**config.mk**
```make
export PLATFORM = sky130hd
export DESIGN_NAME = wwt_core
export DESIGN_NICKNAME = d
export VERILOG_FILES = /design/src/pkg/wdt_pkg.sv /design/src/verilog/wdt_core.sv /design/src/verilog/wdt_sync2.sv
export SDC_FILE = /design/constraint.sdc
export NUM_CORES = 1
export LEC_CHECK = 0
export BUFFER_PORTS_ARGS = -buffer_cell sky130_fd_sc_hd__buf_2
export CAP_MARGIN = 20
export CORE_ASPECT_RATIO = 1.4
export CORE_MARGIN = 5
export CORE_UTILIZATION = 64
export CTS_CLUSTER_SIZE = 30
export DETAILED_ROUTE_END_ITERATION = 16
export PLACE_DENSITY_LB_ADDON = 0.15
export SLEW_MARGIN = 20
export SYNTH_ARGS = -nofsm -noshare
export SYNTH_HDL_FRONTEND = slang
export SYNTH_SLANG_ARGS = --single-unit
```
**constraint.sdc**
```tcl
create_clock -name mclk -period 10.51 [get_ports mclk]
set_clock_uncertainty 0.2 [all_clocks]
set_input_delay 1.051 -clock mclk [delete_from_list [all_inputs] [get_ports mclk]]
set_output_delay 1.051 -clock mclk [all_outputs]
set_load 0.005 [all_outputs]
```
**src/pkg/wdt_pkg.sv**
```systemverilog
// Package with register map, field positions and timing constants of the watchdog.
package wdt_pkg;
  localparam int ADDR_W = 4;
  localparam logic [3:0] OFF_CONTROL = 4'h0;
  localparam logic [3:0] OFF_STATUS = 4'h4;
  localparam logic [3:0] OFF_MASK = 4'h8;
  localparam int CTL_ON = 15;
  localparam int CTL_PS_LO = 2;
  localparam int CTL_PS_HI = 6;
  localparam int CTL_WIN = 1;
  localparam int CTL_CLR = 0;
  localparam int PS_W = 5;
  localparam int CNT_W = 32;
  localparam int EVT_W = 3;
  localparam int EVT_TIMEOUT = 0;
  localparam int EVT_WINVIOL = 1;
  localparam int EVT_WAKE = 2;
  localparam logic [31:0] ZERO_WORD = 32'h0000_0000;
  localparam logic [CNT_W-1:0] CNT_ONE = 32'h0000_0001;
  localparam logic [CNT_W-1:0] CNT_ZERO = 32'h0000_0000;
  localparam logic [EVT_W-1:0] EVT_NONE = 3'h0;
  localparam int PS_MAX = 20;
endpackage

```
**src/verilog/wdt_core.sv**
```systemverilog
// Windowed watchdog timer with control, interrupt status and mask registers.
`timescale 1ns/10ps
// Behaviour
// - counter advances on low-power oscillator ticks
// - missed clear causes device reset
// - postscaler selects timeout length
// - expiry during sleep mode wakes
// - enable bit starts/stops software-enabled watchdog
// - enable reads one whenever running
// - shadow postscale bits loaded in first cycle after reset
// - window enable selects windowed mode
// - writing one to clear restarts count
// - unimplemented control bits read zero
module wwt_core (
  input wire logic mclk,
  input wire logic rst,
  input wire logic lowPowerRcOsc,
  input wire logic cfgEnable,
  input wire logic [4:0] cfgPostscaleSelect,
  input wire logic sleepMode,
  input wire logic [3:0] addr,
  input wire logic [31:0] wrData,
  input wire logic wrStrobe,
  input wire logic rdStrobe,
  output logic [31:0] rdData,
  output logic deviceReset,
  output logic wakeRequest,
  output logic irq
);
  logic oscSync;
  logic oscPrevReg;
  logic oscPrevNext;
  logic tick;
  logic swOnReg;
  logic swOnNext;
  logic winEnReg;
  logic winEnNext;
  logic [4:0] psShadowReg;
  logic [4:0] psShadowNext;
  logic psLoadedReg;
  logic psLoadedNext;
  logic [31:0] countReg;
  logic [31:0] countNext;
  logic resetReg;
  logic resetNext;
  logic wakeReg;
  logic wakeNext;
  logic [2:0] statusReg;
  logic [2:0] statusNext;
  logic [2:0] maskReg;
  logic [2:0] maskNext;
  logic [31:0] rdDataNext;
  logic running;
  logic [31:0] terminal;
  logic [31:0] windowOpen;
  logic clrWrite;
  logic ctlWrite;
  logic expire;
  logic earlyClear;
  logic [2:0] events;

  // The oscillator pin is a foreign clock; it is sampled, never used as a clock edge.
  wwt_sync2 oscSyncInst (
    .mclk(mclk),
    .rst(rst),
    .din(lowPowerRcOsc),
    .dout(oscSync)
  );

  always_comb begin
    oscPrevNext = oscSync;
    tick = oscSync & ~oscPrevReg;
  end

  always_comb begin
    ctlWrite = wrStrobe && (addr == wdt_pkg::OFF_CONTROL);
    clrWrite = ctlWrite && wrData[wdt_pkg::CTL_CLR];
    running = cfgEnable | swOnReg;
    // Timeout is 2^(shadow) oscillator ticks, capped at 2^PS_MAX (2^20) ticks.
    if (psShadowReg > 5'(wdt_pkg::PS_MAX)) begin
      terminal = wdt_pkg::CNT_ONE << wdt_pkg::PS_MAX;
    end else begin
      terminal = wdt_pkg::CNT_ONE << psShadowReg;
    end
    // The clear window opens at the last quarter of the period.
    windowOpen = terminal - (terminal >> 2);
    expire = running && tick && (countReg + wdt_pkg::CNT_ONE >= terminal);
    earlyClear = running && winEnReg && clrWrite && (countReg < windowOpen);
  end

  always_comb begin
    swOnNext = swOnReg;
    winEnNext = winEnReg;
    if (ctlWrite) begin
      // Writing zero only affects a software enable; configuration enable holds.
      swOnNext = wrData[wdt_pkg::CTL_ON];
      winEnNext = wrData[wdt_pkg::CTL_WIN];
    end
    psLoadedNext = 1'b1;
    psShadowNext = psShadowReg;
    if (!psLoadedReg) begin
      psShadowNext = cfgPostscaleSelect;
    end
  end

  always_comb begin
    countNext = countReg;
    if (!running || clrWrite || !psLoadedReg) begin
      countNext = wdt_pkg::CNT_ZERO;
    end else if (tick) begin
      countNext = expire ? wdt_pkg::CNT_ZERO : countReg + wdt_pkg::CNT_ONE;
    end
    resetNext = 1'b0;
    wakeNext = 1'b0;
    if (expire && sleepMode) begin
      wakeNext = 1'b1;
    end else if (expire) begin
      resetNext = 1'b1;
    end
    if (earlyClear) begin
      resetNext = 1'b1;
    end
  end

  always_comb begin
    events = wdt_pkg::EVT_NONE;
    events[wdt_pkg::EVT_TIMEOUT] = expire && !sleepMode;
    events[wdt_pkg::EVT_WINVIOL] = earlyClear;
    events[wdt_pkg::EVT_WAKE] = expire && sleepMode;
    statusNext = statusReg;
    maskNext = maskReg;
    if (wrStrobe && (addr == wdt_pkg::OFF_STATUS)) begin
      statusNext = statusReg & ~wrData[wdt_pkg::EVT_W-1:0];
    end else if (wrStrobe && (addr == wdt_pkg::OFF_MASK)) begin
      maskNext = wrData[wdt_pkg::EVT_W-1:0];
    end
    // A new event wins over a clear in the same cycle.
    statusNext = statusNext | events;
  end

  always_comb begin
    rdDataNext = wdt_pkg::ZERO_WORD;
    if (rdStrobe && (addr == wdt_pkg::OFF_CONTROL)) begin
      rdDataNext[wdt_pkg::CTL_ON] = running;
      rdDataNext[wdt_pkg::CTL_PS_HI:wdt_pkg::CTL_PS_LO] = psShadowReg;
      rdDataNext[wdt_pkg::CTL_WIN] = winEnReg;
    end else if (rdStrobe && (addr == wdt_pkg::OFF_STATUS)) begin
      rdDataNext[wdt_pkg::EVT_W-1:0] = statusReg;
    end else if (rdStrobe && (addr == wdt_pkg::OFF_MASK)) begin
      rdDataNext[wdt_pkg::EVT_W-1:0] = maskReg;
    end
  end

  always_ff @(posedge mclk or posedge rst) begin
    if (rst) begin
      oscPrevReg <= 1'b0;
      swOnReg <= 1'b0;
      winEnReg <= 1'b0;
      psShadowReg <= 5'h0_0;
      psLoadedReg <= 1'b0;
      countReg <= wdt_pkg::CNT_ZERO;
      resetReg <= 1'b0;
      wakeReg <= 1'b0;
      statusReg <= wdt_pkg::EVT_NONE;
      maskReg <= wdt_pkg::EVT_NONE;
      rdData <= wdt_pkg::ZERO_WORD;
    end else begin
      oscPrevReg <= oscPrevNext;
      swOnReg <= swOnNext;
      winEnReg <= winEnNext;
      psShadowReg <= psShadowNext;
      psLoadedReg <= psLoadedNext;
      countReg <= countNext;
      resetReg <= resetNext;
      wakeReg <= wakeNext;
      statusReg <= statusNext;
      maskReg <= maskNext;
      rdData <= rdDataNext;
    end
  end

  assign deviceReset = resetReg;
  assign wakeRequest = wakeReg;
  assign irq = |(statusReg & maskReg);

  property p_timeout_reset;
    @(posedge mclk) disable iff (rst) (expire && !sleepMode) |=> deviceReset;
  endproperty
  a_timeout_reset: assert property (p_timeout_reset) else $error("no reset on timeout");

  property p_sleep_wake;
    @(posedge mclk) disable iff (rst) (expire && sleepMode) |=> (wakeRequest && !deviceReset);
  endproperty
  a_sleep_wake: assert property (p_sleep_wake) else $error("no wake on sleep expiry");

  property p_clear_restart;
    @(posedge mclk) disable iff (rst) (clrWrite && !earlyClear) |=> (countReg == wdt_pkg::CNT_ZERO);
  endproperty
  a_clear_restart: assert property (p_clear_restart) else $error("clear did not restart");

  property p_on_read;
    @(posedge mclk) disable iff (rst)
      (rdStrobe && addr == wdt_pkg::OFF_CONTROL && (cfgEnable || swOnReg))
      |=> rdData[wdt_pkg::CTL_ON];
  endproperty
  a_on_read: assert property (p_on_read) else $error("enable bit read wrong");

  property p_zero_bits;
    @(posedge mclk) disable iff (rst)
      (rdStrobe && addr == wdt_pkg::OFF_CONTROL)
      |=> (rdData[wdt_pkg::CNT_W-1:wdt_pkg::CTL_ON+1] == '0
           && rdData[wdt_pkg::CTL_ON-1:wdt_pkg::CTL_PS_HI+1] == '0);
  endproperty
  a_zero_bits: assert property (p_zero_bits) else $error("reserved bits not zero");

  property p_sw_on;
    @(posedge mclk) disable iff (rst) (ctlWrite && wrData[wdt_pkg::CTL_ON]) |=> running;
  endproperty
  a_sw_on: assert property (p_sw_on) else $error("software enable failed");

  property p_window;
    @(posedge mclk) disable iff (rst) (ctlWrite && wrData[wdt_pkg::CTL_WIN]) |=> winEnReg;
  endproperty
  a_window: assert property (p_window) else $error("window enable not taken");

  property p_early;
    @(posedge mclk) disable iff (rst) earlyClear |=> deviceReset;
  endproperty
  a_early: assert property (p_early) else $error("early clear not punished");

  property p_idle_count;
    @(posedge mclk) disable iff (rst) (!running) |=> (countReg == wdt_pkg::CNT_ZERO);
  endproperty
  a_idle_count: assert property (p_idle_count) else $error("count moved while stopped");

  // A control write without the clear bit must leave the count advancing.
  property p_count_step;
    @(posedge mclk) disable iff (rst)
      (running && psLoadedReg && tick && !expire && !clrWrite)
      |=> (countReg == $past(countReg) + wdt_pkg::CNT_ONE);
  endproperty
  a_count_step: assert property (p_count_step) else $error("count did not step");

  // Software may only stop what software started.
  property p_sw_off;
    @(posedge mclk) disable iff (rst)
      (ctlWrite && !wrData[wdt_pkg::CTL_ON] && !cfgEnable)
      |=> !running;
  endproperty
  a_sw_off: assert property (p_sw_off) else $error("software disable failed");

  property p_window_off;
    @(posedge mclk) disable iff (rst)
      (ctlWrite && !wrData[wdt_pkg::CTL_WIN])
      |=> !winEnReg;
  endproperty
  a_window_off: assert property (p_window_off) else $error("window enable not cleared");

  // Without the window any clear is legal and must not reset the device.
  property p_plain_clear;
    @(posedge mclk) disable iff (rst)
      (clrWrite && !winEnReg && !expire)
      |=> !deviceReset;
  endproperty
  a_plain_clear: assert property (p_plain_clear) else $error("plain clear caused reset");

  // The shadow copy is taken once after reset and then held.
  property p_shadow_hold;
    @(posedge mclk) disable iff (rst)
      psLoadedReg
      |=> $stable(psShadowReg);
  endproperty
  a_shadow_hold: assert property (p_shadow_hold) else $error("shadow copy changed");

  // Ticks are far apart, so a wake request is a single cycle.
  property p_wake_pulse;
    @(posedge mclk) disable iff (rst)
      wakeRequest
      |=> !wakeRequest;
  endproperty
  a_wake_pulse: assert property (p_wake_pulse) else $error("wake request too long");

  // Read data stand only in the cycle after a read strobe.
  property p_rd_idle;
    @(posedge mclk) disable iff (rst)
      !rdStrobe
      |=> (rdData == wdt_pkg::ZERO_WORD);
  endproperty
  a_rd_idle: assert property (p_rd_idle) else $error("read data outside read");

  property p_status_upper;
    @(posedge mclk) disable iff (rst)
      (rdStrobe && addr == wdt_pkg::OFF_STATUS)
      |=> (rdData[wdt_pkg::CNT_W-1:wdt_pkg::EVT_W] == '0);
  endproperty
  a_status_upper: assert property (p_status_upper) else $error("status upper bits not zero");

  // A set event bit stays set until software writes a one over it.
  property p_status_sticky;
    @(posedge mclk) disable iff (rst)
      (statusReg[wdt_pkg::EVT_TIMEOUT] && !(wrStrobe && addr == wdt_pkg::OFF_STATUS))
      |=> statusReg[wdt_pkg::EVT_TIMEOUT];
  endproperty
  a_status_sticky: assert property (p_status_sticky) else $error("timeout status lost");
endmodule

```
**src/verilog/wdt_sync2.sv**
```systemverilog
// Two-flop synchroniser for a level from another clock domain.
`timescale 1ns/10ps
module wwt_sync2 (
  input wire logic mclk,
  input wire logic rst,
  input wire logic din,
  output logic dout
);
  logic stage1Reg;
  logic stage1Next;
  logic stage2Next;

  always_comb begin
    stage1Next = din;
    stage2Next = stage1Reg;
  end

  always_ff @(posedge mclk or posedge rst) begin
    if (rst) begin
      stage1Reg <= 1'b0;
      dout <= 1'b0;
    end else begin
      stage1Reg <= stage1Next;
      dout <= stage2Next;
    end
  end
endmodule
```
* Yosys cells after proc, flatten, opt, wreduce, memory -nomap -nowiden
Index checks and enable logic that the tools add are counted.
** Operators by class
- Eq/ne operators :: 2
- Reductions and logical operators :: 23
- $mul :: 0
- Mux-type cells :: 15
- Div/mod/pow operators :: 0
- Bitwise gates (word level) :: 8
- Add/sub/neg operators :: 2
- Magnitude comparators :: 3
- Shifts and indexed selects :: 1
** Operator list (count)
- 2-to-1 mux 32 bit :: 4
- adder 32 x 1 -> 32 bit, second input constant :: 1
- greater-or-equal comparator 32 bit :: 1
- less-than comparator 32 bit :: 1
- left shift 1 x 5 -> 32 bit, first input constant :: 1
- subtractor 32 x 30 -> 32 bit :: 1
- logical AND 1 bit :: 14
- 2-to-1 mux 3 bit :: 3
- AND 3 bit :: 2
- 2-to-1 mux 1 bit :: 6
- greater-than comparator 5 bit, second input constant :: 1
- equality test 4 x 3 -> 1 bit, second input constant :: 1
- equality test 4 bit, second input constant :: 1
- zero test 4 bit :: 1
- 2-to-1 mux 4 bit :: 1
- zero test 1 bit :: 3
- inverter 3 bit :: 1
- OR 3 bit :: 1
- OR reduction 3 bit :: 1
- logical OR 1 bit :: 2
- 2-to-1 mux 2 bit :: 1
- inverter 1 bit :: 2
- AND reduction 2 bit :: 1
- nonzero test 2 bit :: 1
- 2 further kinds :: 2
** Word-level totals
- Input bits :: 48
- Memories kept :: 0
- Latch bits :: 0
- Output and inout bits :: 35
- ROM bits :: 0
- Memory bits (writable) :: 0
- Register bits after elaboration :: 59
- Logic and storage cells :: 67

* Logic depth before layout (Yosys ltp)
Gate-level depths: netlist of the first run.
- Word-level depth :: 7
- Depth in mapped cells :: 23

* Modules after synthesis
Synthesis of the first run repeated with hierarchy kept, for this count alone.
** Unflattened totals
- Cells, all modules :: 778
- Area total of the unflattened synthesis :: 6328.6 µm²
** Modules (own cells, without submodules)
- wwt_core :: area each 6274.8 µm², times used 1, sequential area each 1426.4 µm², cells each 775
- wwt_sync2 :: area each 53.8 µm², times used 1, sequential area each 50.0 µm², cells each 3

* Least setup slack after synthesis of the first run
OpenSTA, ideal clock, no wires.
- Path type :: reg2reg
- Start point :: register psShadowReg[2]
- End point :: register resetReg (netlist: deviceReset)
- Required time :: 10227 ps
- Setup slack :: 5987 ps
- Data arrival time :: 4240 ps
- Cell stages (with the launch flop) :: 23
- Clock period less this slack :: 4523 ps
- Path through :: dfrtp_1 > clkbuf_1 > nor2_1 > nand2_1 > inv_1 > ha_1 > inv_1 > fa_1 > a21oi_1 > nor2_1 > o31ai_4 > a21boi_1 > o41a_1 > o41ai_4 > o21bai_2 > a21oi_2 > xor2_1 > ha_1 > a21o_1 > a21o_1 > a2111oi_0 > o31ai_1 > o21ai_0
** Between the ends
- Longest elaborated chain between the ends :: 7
- Elaborated cells on any way between the ends :: 12
** Ends and longest elaborated chain
- start, declared :: line wdt_core.sv:38 : logic [4:0] psShadowReg;
- start signal, assigned :: line wdt_core.sv:171 : psShadowReg <= psShadowNext;
- greater-than comparator 5 bit / left shift 1 x 5 -> 32 bit (equally long branches) :: line wdt_core.sv:80, wdt_core.sv:83
- 2-to-1 mux 32 bit * :: line wdt_core.sv:80 : if (psShadowReg > 5'(wdt_pkg::PS_MAX)) begin
- branches (longest 4 deep; another with subtractor 32 x 30 -> 32 bit)
- 2-to-1 mux 1 bit * :: line wdt_core.sv:120 : if (earlyClear) begin
- net resetNext :: line wdt_core.sv:45 : logic resetNext;
- end signal, assigned :: line wdt_core.sv:174 : resetReg <= resetNext;
- end, declared :: line wdt_core.sv:44 : logic resetReg;
Mark *: on every way through the listed nets, which the timed path passes.
A chain may end at the register's enable or synchronous reset.

* Worst setup path in the final report of the first run
- Start point :: register psShadowReg[4]
- End point :: register resetReg (netlist: deviceReset)
Same word-level chain as after synthesis.

==> results of run 1 <==
==> sequential cells by signal, indices dropped and copies added, names as in the netlist <==
signal / cells
oscSyncInst.stage1Reg: 1
oscPrevReg: 1
psLoadedReg: 1
psShadowReg: 5
oscSyncInst.dout: 1
rdData: 8
countReg: 32
statusReg: 3
swOnReg: 1
maskReg: 3
deviceReset: 1
wakeRequest: 1
winEnReg: 1
==> cell families after synthesis <==
family                     after synthesis
other                                    2
muxes                                   15
adders and majority gates               95
buffers and inverters                   77
and+or+nand+nor                        226
AOI/OAI and AO/OA                      186
DFF                                     59
xor gates and xnor gates                53
==> worst reg2reg max path, stage by stage (launching register included) <==
cell and delay, ns:
dfrtp_1 0.50, nor3_1 0.41, nand2_1 0.23, ha_1 0.42, o21ai_0 0.10, a21oi_1 0.22, o21ai_0 0.21, nor2b_1 0.27
nand4_1 0.22, a31oi_1 0.39, o211ai_1 0.21, a311oi_1 0.42, ha_1 0.32, a21o_1 0.16, a21o_1 0.17, a21oi_1 0.16
nor2_1 0.05, a2111oi_0 0.38, o31ai_1 0.18, o21ai_0 0.10
==> how the worst min path moves through the flow <==
stage,to,slack (ns),depth (start not counted)
floorplan,oscSyncInst.dout$_DFF_PP0_,0.13,0
global placement,oscSyncInst.dout$_DFF_PP0_,0.14,0
detailed placement,oscSyncInst.dout$_DFF_PP0_,0.14,0
CTS,oscSyncInst.dout$_DFF_PP0_,0.15,0
global route,oscSyncInst.dout$_DFF_PP0_,0.15,0
finish,oscSyncInst.dout$_DFF_PP0_,0.14,0
==> per-layer routing <==
metal / wire length, µm / up-vias
li1: - / 2632
met1: 5920 / 2569
met2: 8090 / 97
met3: 338 / 43
met4: 600 / 0
met5: 0 / -
==> final cells by class <==
class | instances | area [µm²] | area share
clock buffers | 9 | 225 | 0.0335
clock inverters | 7 | 124 | 0.0184
inverters | 33 | 124 | 0.0184
multi-input cells | 631 | 4460 | 0.663
flip-flops and latches | 59 | 1480 | 0.220
well taps | 110 | 138 | 0.0205
repair buffers | 34 | 180 | 0.0268
==> power breakdown <==
part / internal, mW / switching (mW)
logic: 0.105 / 0.143
clock network: 0.233 / 0.116
registers: 0.236 / 0.0102
==> placed cells by master (no fill, tap or decap), drive strengths merged, types with 23 or more instances in the layout <==
cell type	netlist	routed
inv	33	34
conb	2	56
nand2	54	54
nand3	24	24
xor2	23	23
a21oi	50	50
nand4	23	23
dfrtp	59	59
ha	94	94
buf	26	34
xnor2	30	30
a22o	23	23
nor2	46	46
o21ai	34	34
a21o	36	36
==> impl_metrics.tcl, run 1 <==
set metrics [dict create \
    setup_slack_ns 5.11 \
    yosys.area_share.simple 0.188 \
    crit_buf_inv 0 \
    path_cells "nor3_1 -> nand2_1 -> ha_1 -> o21ai_0 -> a21oi_1 -> o21ai_0 -> nor2b_1 -> nand4_1 -> a31oi_1 -> o211ai_1 -> a311oi_1 -> ha_1 -> a21o_1 -> a21o_1 -> a21oi_1 -> nor2_1 -> a2111oi_0 -> o31ai_1 -> o21ai_0" \
    rows 42 \
    drt_pre_antenna_iters 5 \
    whs_ns 0.144 \
    synth-async-reset-ratio 1.00 \
    fin_crit_ns 5.40 \
    clock_sinks 59 \
    max_freq_mhz 185 \
    yosysSeqAreaShare 0.242 \
    dpl-instance-area_um2 6370 \
    gr-usage-met1 0.287 \
    synth_top_area_frac 0.242 \
    drtAntennaViolNets 0 \
    synthMuxAreaShare 0.0268 \
    timing.rr.start "psShadowReg[4]$_DFFE_PP0N_" \
    nNetsFinal 911 \
    crit_slowest_cell "dfrtp_1" \
    ys_warn_count 0 \
    die_width_um 92.5 \
    synth_top_family_by_area "compound AO/OA/AOI/OAI gates" \
    drt_iter0_markers 289 \
    finalNonFillerCells 883 \
    grt-busiest-layer "met2" \
    cp_top_family "compound AO/OA/AOI/OAI gates" \
    critPathLaunchType "register" \
    cts_hold_buf 0 \
    reg2reg_to "deviceReset$_DFF_PP0_" \
    synth_fa_ha_area_frac 0.196 \
    synth_commonest_cells "94 x ha_1, 59 x dfrtp_1, 54 x nand2_1, 49 x a21oi_1, 46 x nor2_1" \
    cts_tree "built" \
    track_usage 0.262 \
    status "completed" \
    drv_cap 0 \
    leakage_nw 3.72 \
    synth_area_um2 6100 \
    drc 0 \
    path_clk_slew_ns 0.06 \
    die_h_um 126 \
    syn_area_per_cell_um2 8.56 \
    r2r_setup_slack_ns 5.11 \
    grt_max_degree 60 \
    wl_per_cell_um 16.9 \
    post_cts_buffers 0 \
    setup_viol_count_final 0 \
    synth.distinct_cells 58 \
    worstHoldStart "oscSyncInst.stage1Reg$_DFF_PP0_" \
    worst_pin_slew_ns 0.756 \
    synth_most_common_cell "ha_1" \
    antenna-diode-count 0 \
    synth_xor_area_frac 0.0760 \
    tns_ns 0 \
    synth_compound_area_frac 0.208 \
    initial_utilization 0.649 \
    cpPeakStageDelay_ns 0.50 \
    synthToLayoutAreaGrowth_pct 10.1 \
    cp_num_cells 19 \
    powerDensity_nw_per_um2 125 \
    cp_common_cell "o21ai_0" \
    die-area_um2 11600 \
    cts-buffers-inserted 9 \
    crit_start "psShadowReg[4]$_DFFE_PP0N_" \
    crit_path_end_kind "register" \
    synth_ff_type "dfrtp_1" \
    grt_pass1_wl_um 24900 \
    avgViaCountPerCell 6.05 \
    placed_cells 867 \
    yosys-top-cells-area "dfrtp_1 24%, ha_1 19%, a21o_1 4.4%" \
    grt_use_met2 0.492 \
    routed_wl_um 15000 \
    worstRegToRegCells 19 \
    dr_total_vias 5341 \
    crit_end "deviceReset$_DFF_PP0_" \
    finalCritPeriodShare 0.514 \
    fin_util 0.715 \
    grt_pass1_vias 5427 \
    overflow 0 \
    slew-limit-headroom 0.492 \
    hold_viol_final 0 \
    irDropWorstVdd_uv 129 \
    stdcell_area_um2 6720 \
    root_buffer "clkbuf_16" \
    synth_edf_count 0 \
    antenna_found_initial 0 \
    clk-insertion-delay-late_ns 0.33 \
    slew_viol_final 0 \
    dp_hpwl_um 11500 \
    pre_cts_slack_ns 5.13 \
    grt_setup_unrepaired "no" \
    fillerInstances 754 \
    yosys.area.top_type "dfrtp_1" \
    total_power_uw 843 \
    ys_ff_latch 59 \
    clock_tree.buffer_depth 2 \
    htreeDepth 3 \
    synthCells 713 \
    required_ns 10.56 \
    layout-drive-gt1-share 0.0957 \
    holdCritPathClass "register to register" \
    path_max_fanout 10 \
    place_congestion 0.941 \
    arrival_ns 5.46 \
    coreArea_um2 9410 \
    cts_resized 0 \
    worstSetupPathType "register to register" \
    met3_usage 0.0264 \
    portBuffers 30 \
    ios 83 \
]
Note: power is estimated with default switching activity, not from simulation.
==> run 2, diff against run 1 <==
--- a/config.mk
+++ b/config.mk
@@ -5,11 +5,12 @@
 export SDC_FILE = /design/constraint.sdc
 export NUM_CORES = 1
 export LEC_CHECK = 0
+export ABC_AREA = 1
 export BUFFER_PORTS_ARGS = -buffer_cell sky130_fd_sc_hd__buf_2
 export CAP_MARGIN = 20
 export CORE_ASPECT_RATIO = 1.4
 export CORE_MARGIN = 5
-export CORE_UTILIZATION = 64
+export CORE_UTILIZATION = 55
 export CTS_CLUSTER_SIZE = 30
 export DETAILED_ROUTE_END_ITERATION = 16
 export PLACE_DENSITY_LB_ADDON = 0.15
==> constraint.sdc (replaced) <==
create_clock -name mclk -period 4.5 [get_ports mclk]
set_clock_uncertainty 0.2 [all_clocks]
set_input_delay 0.45 -clock mclk [delete_from_list [all_inputs] [get_ports mclk]]
set_output_delay 0.45 -clock mclk [all_outputs]
set_load 0.005 [all_outputs]
==> impl_metrics.tcl, run 2 <==
set metrics [dict create \
    status "completed" \
    met3_usage 0.0247 \
    nNetsFinal 1293 \
    rows 49 \
    setup_slack_ns 0.293 \
    setup_viol_count_final 0 \
    root_buffer "clkbuf_16" \
    worst_pin_slew_ns 0.965 \
    top_register "countReg" \
    clk-insertion-delay-late_ns 0.34 \
    reg2reg_to "deviceReset$_DFF_PP0_" \
    drv_cap 0 \
    layout_common_cells "343 x nand2_1, 114 x nor2_1, 112 x inv_1" \
    clkPwrFrac 0.364 \
    p_seq_frac 0.300 \
    whs_ns 0.0217 \
    dr_total_vias 7070 \
    clock_tree.buffer_depth 2 \
    crit_path_end_kind "register" \
    dp_hpwl_um 16400 \
    timing.rr.start "psShadowReg[4]$_DFFE_PP0N_" \
    htreeDepth 3 \
    switchingPower_uw 690 \
    cts-buffers-inserted 9 \
    grt_pass1_wl_um 32400 \
    synth_edf_count 0 \
    total_power_mw 1.88 \
    max_freq_mhz 238 \
    power_frac_comb 0.336 \
    portBuffers 30 \
    synth_ff_type "dfrtp_1" \
    slew_viol_final 0 \
    pre_cts_slack_ns 0.341 \
    antenna-diode-count 0 \
    coreArea_um2 12700 \
    place_congestion 0.933 \
    synthToLayoutAreaGrowth_pct 9.50 \
    die_width_um 106 \
    hold_viol_final 0 \
    fin_util 0.607 \
    drt_iter0_markers 251 \
    wl_per_cell_um 15.2 \
    cpPeakStageDelay_ns 0.53 \
    largest_reg_flops 32 \
    grt_pass1_vias 6927 \
    arrival_ns 4.28 \
    leakage_nw 4.35 \
    synth_top_area_frac 0.210 \
    die_h_um 144 \
    p_sw_frac 0.366 \
    top_regs "countReg x32, rdData x8, psShadowReg x5" \
    grt_max_degree 35 \
    ys_ff_latch 59 \
    antenna_found_initial 0 \
    synth_commonest_cells "343 x nand2_1, 118 x nor2_1, 113 x inv_1, 94 x ha_1, 60 x a21oi_1" \
    yosysSeqAreaShare 0.210 \
    ios 83 \
    gr-usage-met1 0.294 \
    fin_crit_ns 4.21 \
    final_common_cell "nand2_1" \
    ys_warn_count 0 \
    path_max_fanout 10 \
    fillerInstances 1284 \
    synth-async-reset-ratio 1.00 \
    die-area_um2 15200 \
    yosys.area.top_type "dfrtp_1" \
    avgViaCountPerCell 5.41 \
    critPathLaunchType "register" \
    routed_wl_um 19800 \
    synth_area_um2 7040 \
    worstHoldStart "lowPowerRcOsc" \
    path_clk_slew_ns 0.06 \
    hold_depth 1 \
    powerDensity_nw_per_um2 245 \
    internal-power_mw 1.19 \
    path_cells "clkinvlp_4 -> nor2_1 -> inv_1 -> ha_1 -> nand2_1 -> nor2_1 -> inv_1 -> nor3_1 -> nand4_1 -> nand3_1 -> xor2_1 -> ha_1 -> a21oi_1 -> o21ai_0 -> nand2_1 -> nand3_1 -> a21oi_1 -> nand3_1 -> nand2_1" \
    post_cts_buffers 0 \
    syn_area_per_cell_um2 6.48 \
    grt-busiest-layer "met2" \
    required_ns 4.57 \
    cts_tree "built" \
    track_usage 0.270 \
    grt_use_met2 0.488 \
    drt_pre_antenna_iters 5 \
    overflow 0 \
    crit_slowest_cell "dfrtp_1" \
    synth.distinct_cells 41 \
    yosys-top-cells-area "dfrtp_1 21%, nand2_1 18%, ha_1 17%" \
    drc 0 \
    synthCells 1085 \
    worstRegToRegCells 19 \
    clock_sinks 59 \
    holdCritPathClass "primary input to register" \
    worstSetupPathType "register to register" \
    drtAntennaViolNets 0 \
    irDropWorstVdd_uv 172 \
    grt_setup_unrepaired "no" \
    finalCritPeriodShare 0.935 \
    layout-drive-gt1-share 0.0832 \
    initial_utilization 0.554 \
    r2r_setup_slack_ns 0.29 \
    slew-limit-headroom 0.355 \
    synth_most_common_cell "nand2_1" \
    hold-path-endpoint "oscSyncInst.stage1Reg$_DFF_PP0_" \
    tns_ns 0 \
]
run 2: cell types whose count changed after synthesis, moves of 13 or more:
| cell | before | now |
|---|---|---|
| nand2_1 | 54 | 343 |
| clkbuf_1 | 18 | 1 |
| inv_1 | 33 | 113 |
| and3_1 | 14 | 1 |
| a21o_1 | 36 | 4 |
| nand4_1 | 23 | 47 |
| a22o_1 | 23 | 1 |
| nand2b_1 | 14 | 0 |
| nor2_1 | 46 | 118 |
| nand3_1 | 24 | 52 |
run 2: critical path: cells and delay by family, from the launching register on:
family / cells / cell delay (ns)
DFF: 1 / 0.53
AOI/OAI and AO/OA: 3 / 0.44
buffers and inverters: 3 / 0.52
adders and majority gates: 2 / 0.64
xor gates and xnor gates: 1 / 0.21
and+or+nand+nor: 10 / 1.59
run 2: cell families after synthesis:
| group | Yosys count | synth area share |
|---|---|---|
| adder cells (fa/ha/maj) | 95 | 0.170 |
| buffers and inverters | 162 | 0.102 |
| flip-flops | 59 | 0.210 |
| XOR/XNOR | 37 | 0.0493 |
| AND/OR/NAND/NOR | 612 | 0.378 |
| other | 2 | 0.00107 |
| AO/OA/AOI/OAI | 118 | 0.0907 |
run 2: repair_timing:
item                                    in CTS  in global routing
gates resized for setup                      0                  6
endpoints found under the setup margin       0                  2
hold buffers                                 1                  0
hold endpoints to repair                    25                  0
run 2: final cells by class:
cell class                      count  area (µm²)  area share
Sequential cell                    59        1480       0.192
Clock inverter                      5        55.1     0.00715
Tap cell                          153         191      0.0248
Clock buffer                       10         229      0.0297
Multi-Input combinational cell    918        5070       0.658
Timing Repair Buffer               38         213      0.0276
Inverter                          124         469      0.0609
run 2: metal layers:
| metal | routed length (µm) | part of all wire | up-vias |
|---|---|---|---|
| met5 | 0 | 0 | - |
| met4 | 1450 | 0.073 | 0 |
| met3 | 622 | 0.031 | 74 |
| met2 | 9790 | 0.49 | 183 |
| met1 | 7970 | 0.40 | 3211 |
| li1 | - | - | 3602 |
run 2: stage by stage:
step           instance area [µm²]  cells
2_1_floorplan                 7240   1139
3_3_place_gp                  7390   1291
3_5_place_dp                  7390   1291
4_1_cts                       7680   1307
5_1_grt                       7700   1307
6_report                      7700   1307
run 2: power groups by stage:
stage / logic, mW / registers [mW] / clock network [mW]
3_3_place_gp: 0.602 / 0.575 / 0
3_5_place_dp: 0.612 / 0.575 / 0
5_1_grt: 0.722 / 0.570 / 0.715
6_report: 0.632 / 0.566 / 0.686
4_1_cts: 0.616 / 0.566 / 0.691
2_1_floorplan: 0.485 / 0.569 / 0
run 2: worst max-delay path by stage:
stage | start | end | slack [ns]
detailed placement | psShadowReg[4]$_DFFE_PP0N_ | statusReg[1]$_DFF_PP0_ | 0.34
CTS | psShadowReg[4]$_DFFE_PP0N_ | statusReg[1]$_DFF_PP0_ | 0.32
finish | psShadowReg[4]$_DFFE_PP0N_ | deviceReset$_DFF_PP0_ | 0.29
floorplan | psShadowReg[2]$_DFFE_PP0N_ | deviceReset$_DFF_PP0_ | 1.08
global placement | psShadowReg[4]$_DFFE_PP0N_ | deviceReset$_DFF_PP0_ | 0.38
global route | psShadowReg[0]$_DFFE_PP0N_ | deviceReset$_DFF_PP0_ | 0.003
==> run 3, diff against run 2 <==
--- a/config.mk
+++ b/config.mk
@@ -5,13 +5,12 @@
 export SDC_FILE = /design/constraint.sdc
 export NUM_CORES = 1
 export LEC_CHECK = 0
-export ABC_AREA = 1
+export ABC_AREA = 0
 export BUFFER_PORTS_ARGS = -buffer_cell sky130_fd_sc_hd__buf_2
 export CAP_MARGIN = 20
 export CORE_ASPECT_RATIO = 1.4
 export CORE_MARGIN = 5
-export CORE_UTILIZATION = 55
-export CTS_CLUSTER_SIZE = 30
+export CORE_UTILIZATION = 54
 export DETAILED_ROUTE_END_ITERATION = 16
 export PLACE_DENSITY_LB_ADDON = 0.15
 export SLEW_MARGIN = 20
==> impl_metrics.tcl, run 3 (synthesized netlist as in run 1, its figures left out) <==
set metrics [dict create \
    irDropWorstVdd_uv 236 \
    coreArea_um2 11200 \
    stdcell_area_um2 8050 \
    crit_slowest_cell "dfrtp_2" \
    power_frac_comb 0.391 \
    dr_total_vias 5871 \
    antenna-diode-count 0 \
    clkPwrFrac 0.335 \
    layout-drive-gt1-share 0.299 \
    worst_pin_slew_ns 1.06 \
    dpl-instance-area_um2 7110 \
    path_max_fanout 5 \
    cts_tree "built" \
    drtAntennaViolNets 0 \
    place_congestion 0.920 \
    drv_cap 0 \
    root_buffer "clkbuf_16" \
    die-area_um2 13600 \
    grt_pass1_wl_um 29600 \
    setup_viol_count_final 1 \
    critPathLaunchType "register" \
    crit_path_end_kind "register" \
    path_cells "nor3_2 -> buf_4 -> buf_6 -> nand3_4 -> inv_2 -> ha_4 -> a21o_1 -> a21o_1 -> a21oi_2 -> o21ai_1 -> a21oi_2 -> a31o_2 -> a211oi_2 -> or4_4 -> xnor2_1 -> ha_1 -> a21o_1 -> a21o_1 -> a2111oi_4 -> o31ai_2 -> o21ai_1" \
    nNetsFinal 1022 \
    max_freq_mhz 221 \
    cts_hold_buf 0 \
    die_width_um 99.9 \
    dp_hpwl_um 13400 \
    p_sw_frac 0.326 \
    slew_viol_final 0 \
    powerDensity_nw_per_um2 260 \
    cts-buffers-inserted 9 \
    p_seq_frac 0.274 \
    rows 46 \
    initial_utilization 0.544 \
    clock_sinks 59 \
    final_common_cell "buf_4" \
    layout_common_cells "105 x buf_4, 82 x ha_1, 56 x conb_1" \
    fin_crit_ns 4.52 \
    drt_pre_antenna_iters 5 \
    clock_tree.buffer_depth 2 \
    track_usage 0.271 \
    largest_reg_flops 32 \
    hold_viol_final 0 \
    die_h_um 136 \
    ios 83 \
    drt_iter0_markers 268 \
    violations "negative setup slack" \
    arrival_ns 4.57 \
    setup_slack_ns -0.0240 \
    htreeDepth 3 \
    required_ns 4.54 \
    fillerInstances 860 \
    top_register "countReg" \
    avgViaCountPerCell 5.72 \
    grt_pass1_vias 6332 \
    cp_common_cell "a21o_1" \
    worstSetupPathType "register to register" \
    cpPeakStageDelay_ns 0.45 \
    portBuffers 30 \
    synthToLayoutAreaGrowth_pct 31.9 \
    grt_setup_unrepaired "yes" \
    holdCritPathClass "primary input to register" \
    clk-insertion-delay-late_ns 0.32 \
    grt_max_degree 60 \
    drc 0 \
    top_regs "countReg x32, rdData x8, psShadowReg x5" \
    slew-limit-headroom 0.293 \
    overflow 0 \
    status "finished, violations left" \
    routed_wl_um 17800 \
    antenna_found_initial 0 \
    internal-power_mw 1.41 \
    path_clk_slew_ns 0.05 \
    switchingPower_uw 682 \
    leakage_nw 4.34 \
    finalCritPeriodShare 1.01 \
    tns_ns -0.0240 \
    wl_per_cell_um 17.4 \
]
-- run 3: cell types whose count changed in the layout (fill, tap and decap cells not counted), sizes merged, moves of 13 or more --
cell and change:
a21o +32, a22o +22, and3 +13, buf +108, inv -87, nand2 -297
nand2b +14, nand3 -28, nand4 -24, nor2 -88
-- run 3: layer usage --
metal / routed length [µm] / part of all wire / vias up / track usage
met5: 0 / 0 / - / 0
met3: 435 / 0.024 / 74 / 0.0335
met4: 1000 / 0.056 / 0 / 0.149
met2: 9800 / 0.55 / 140 / 0.528
met1: 6600 / 0.37 / 2807 / 0.272
li1: - / - / 2850 / -
-- run 3: critical path, delay by kind of cell, from the launching register on --
| family | cells | cell delay, ns |
|---|---|---|
| simple gates | 3 | 0.71 |
| fa+ha+maj | 2 | 0.48 |
| xor+xnor | 1 | 0.15 |
| compound gates | 12 | 2.08 |
| flops | 1 | 0.45 |
| buf+inv | 3 | 0.37 |
-- run 3: worst paths after layout --
kind | start | endpoint | slack [ns] | depth (start not counted)
max in group asynchronous | rst | psShadowReg[4]$_DFFE_PP0N_ | 3.39 | 3
min in group asynchronous | rst | countReg[1]$_DFFE_PP0P_ | 0.15 | 3
min reg2reg | oscSyncInst.stage1Reg$_DFF_PP0_ | oscSyncInst.dout$_DFF_PP0_ | 0.15 | 0
max | psShadowReg[1]$_DFFE_PP0N_ | deviceReset$_DFF_PP0_ | -0.02 | 21
min | lowPowerRcOsc | oscSyncInst.stage1Reg$_DFF_PP0_ | 0.04 | 1
max reg2reg | psShadowReg[1]$_DFFE_PP0N_ | deviceReset$_DFF_PP0_ | -0.02 | 21
-- run 3: cell type report --
class                           count  area (µm²)  area share
Tap cell                          144         180      0.0224
Clock buffer                       12         267      0.0331
Clock inverter                      2        35.0     0.00435
Multi-Input combinational cell    631        4900       0.609
Sequential cell                    59        1480       0.184
Inverter                           33         126      0.0157
Timing Repair Buffer              145        1060       0.132
-- run 3: timing repair --
item,CTS,global route
pin swaps,33,30
buffers inserted,17,4
setup endpoints to repair,2,21
gates resized for setup,99,20
-- run 3: power by group through the flow --
stage	logic (mW)	clock network [mW]	registers [mW]
after floorplan	0.466	0	0.570
after global placement	0.661	0	0.577
after detailed placement	0.683	0	0.579
after CTS	0.768	0.702	0.571
after global routing	0.898	0.730	0.575
final	0.818	0.701	0.573
-- run 3: through the flow --
step	hold slack (ns)	setup WS, ns	instances	power (mW)	utilization
final	0.0371	-0.0240	1026	2.09	0.718
after global routing	0.0409	-0.207	1026	2.20	0.718
after floorplan	0.131	0.0181	767	1.04	-
after global placement	0.143	-0.287	991	1.24	0.633
after detailed placement	0.143	-0.488	991	1.26	0.633
after CTS	0.0328	-0.00486	1022	2.04	0.709
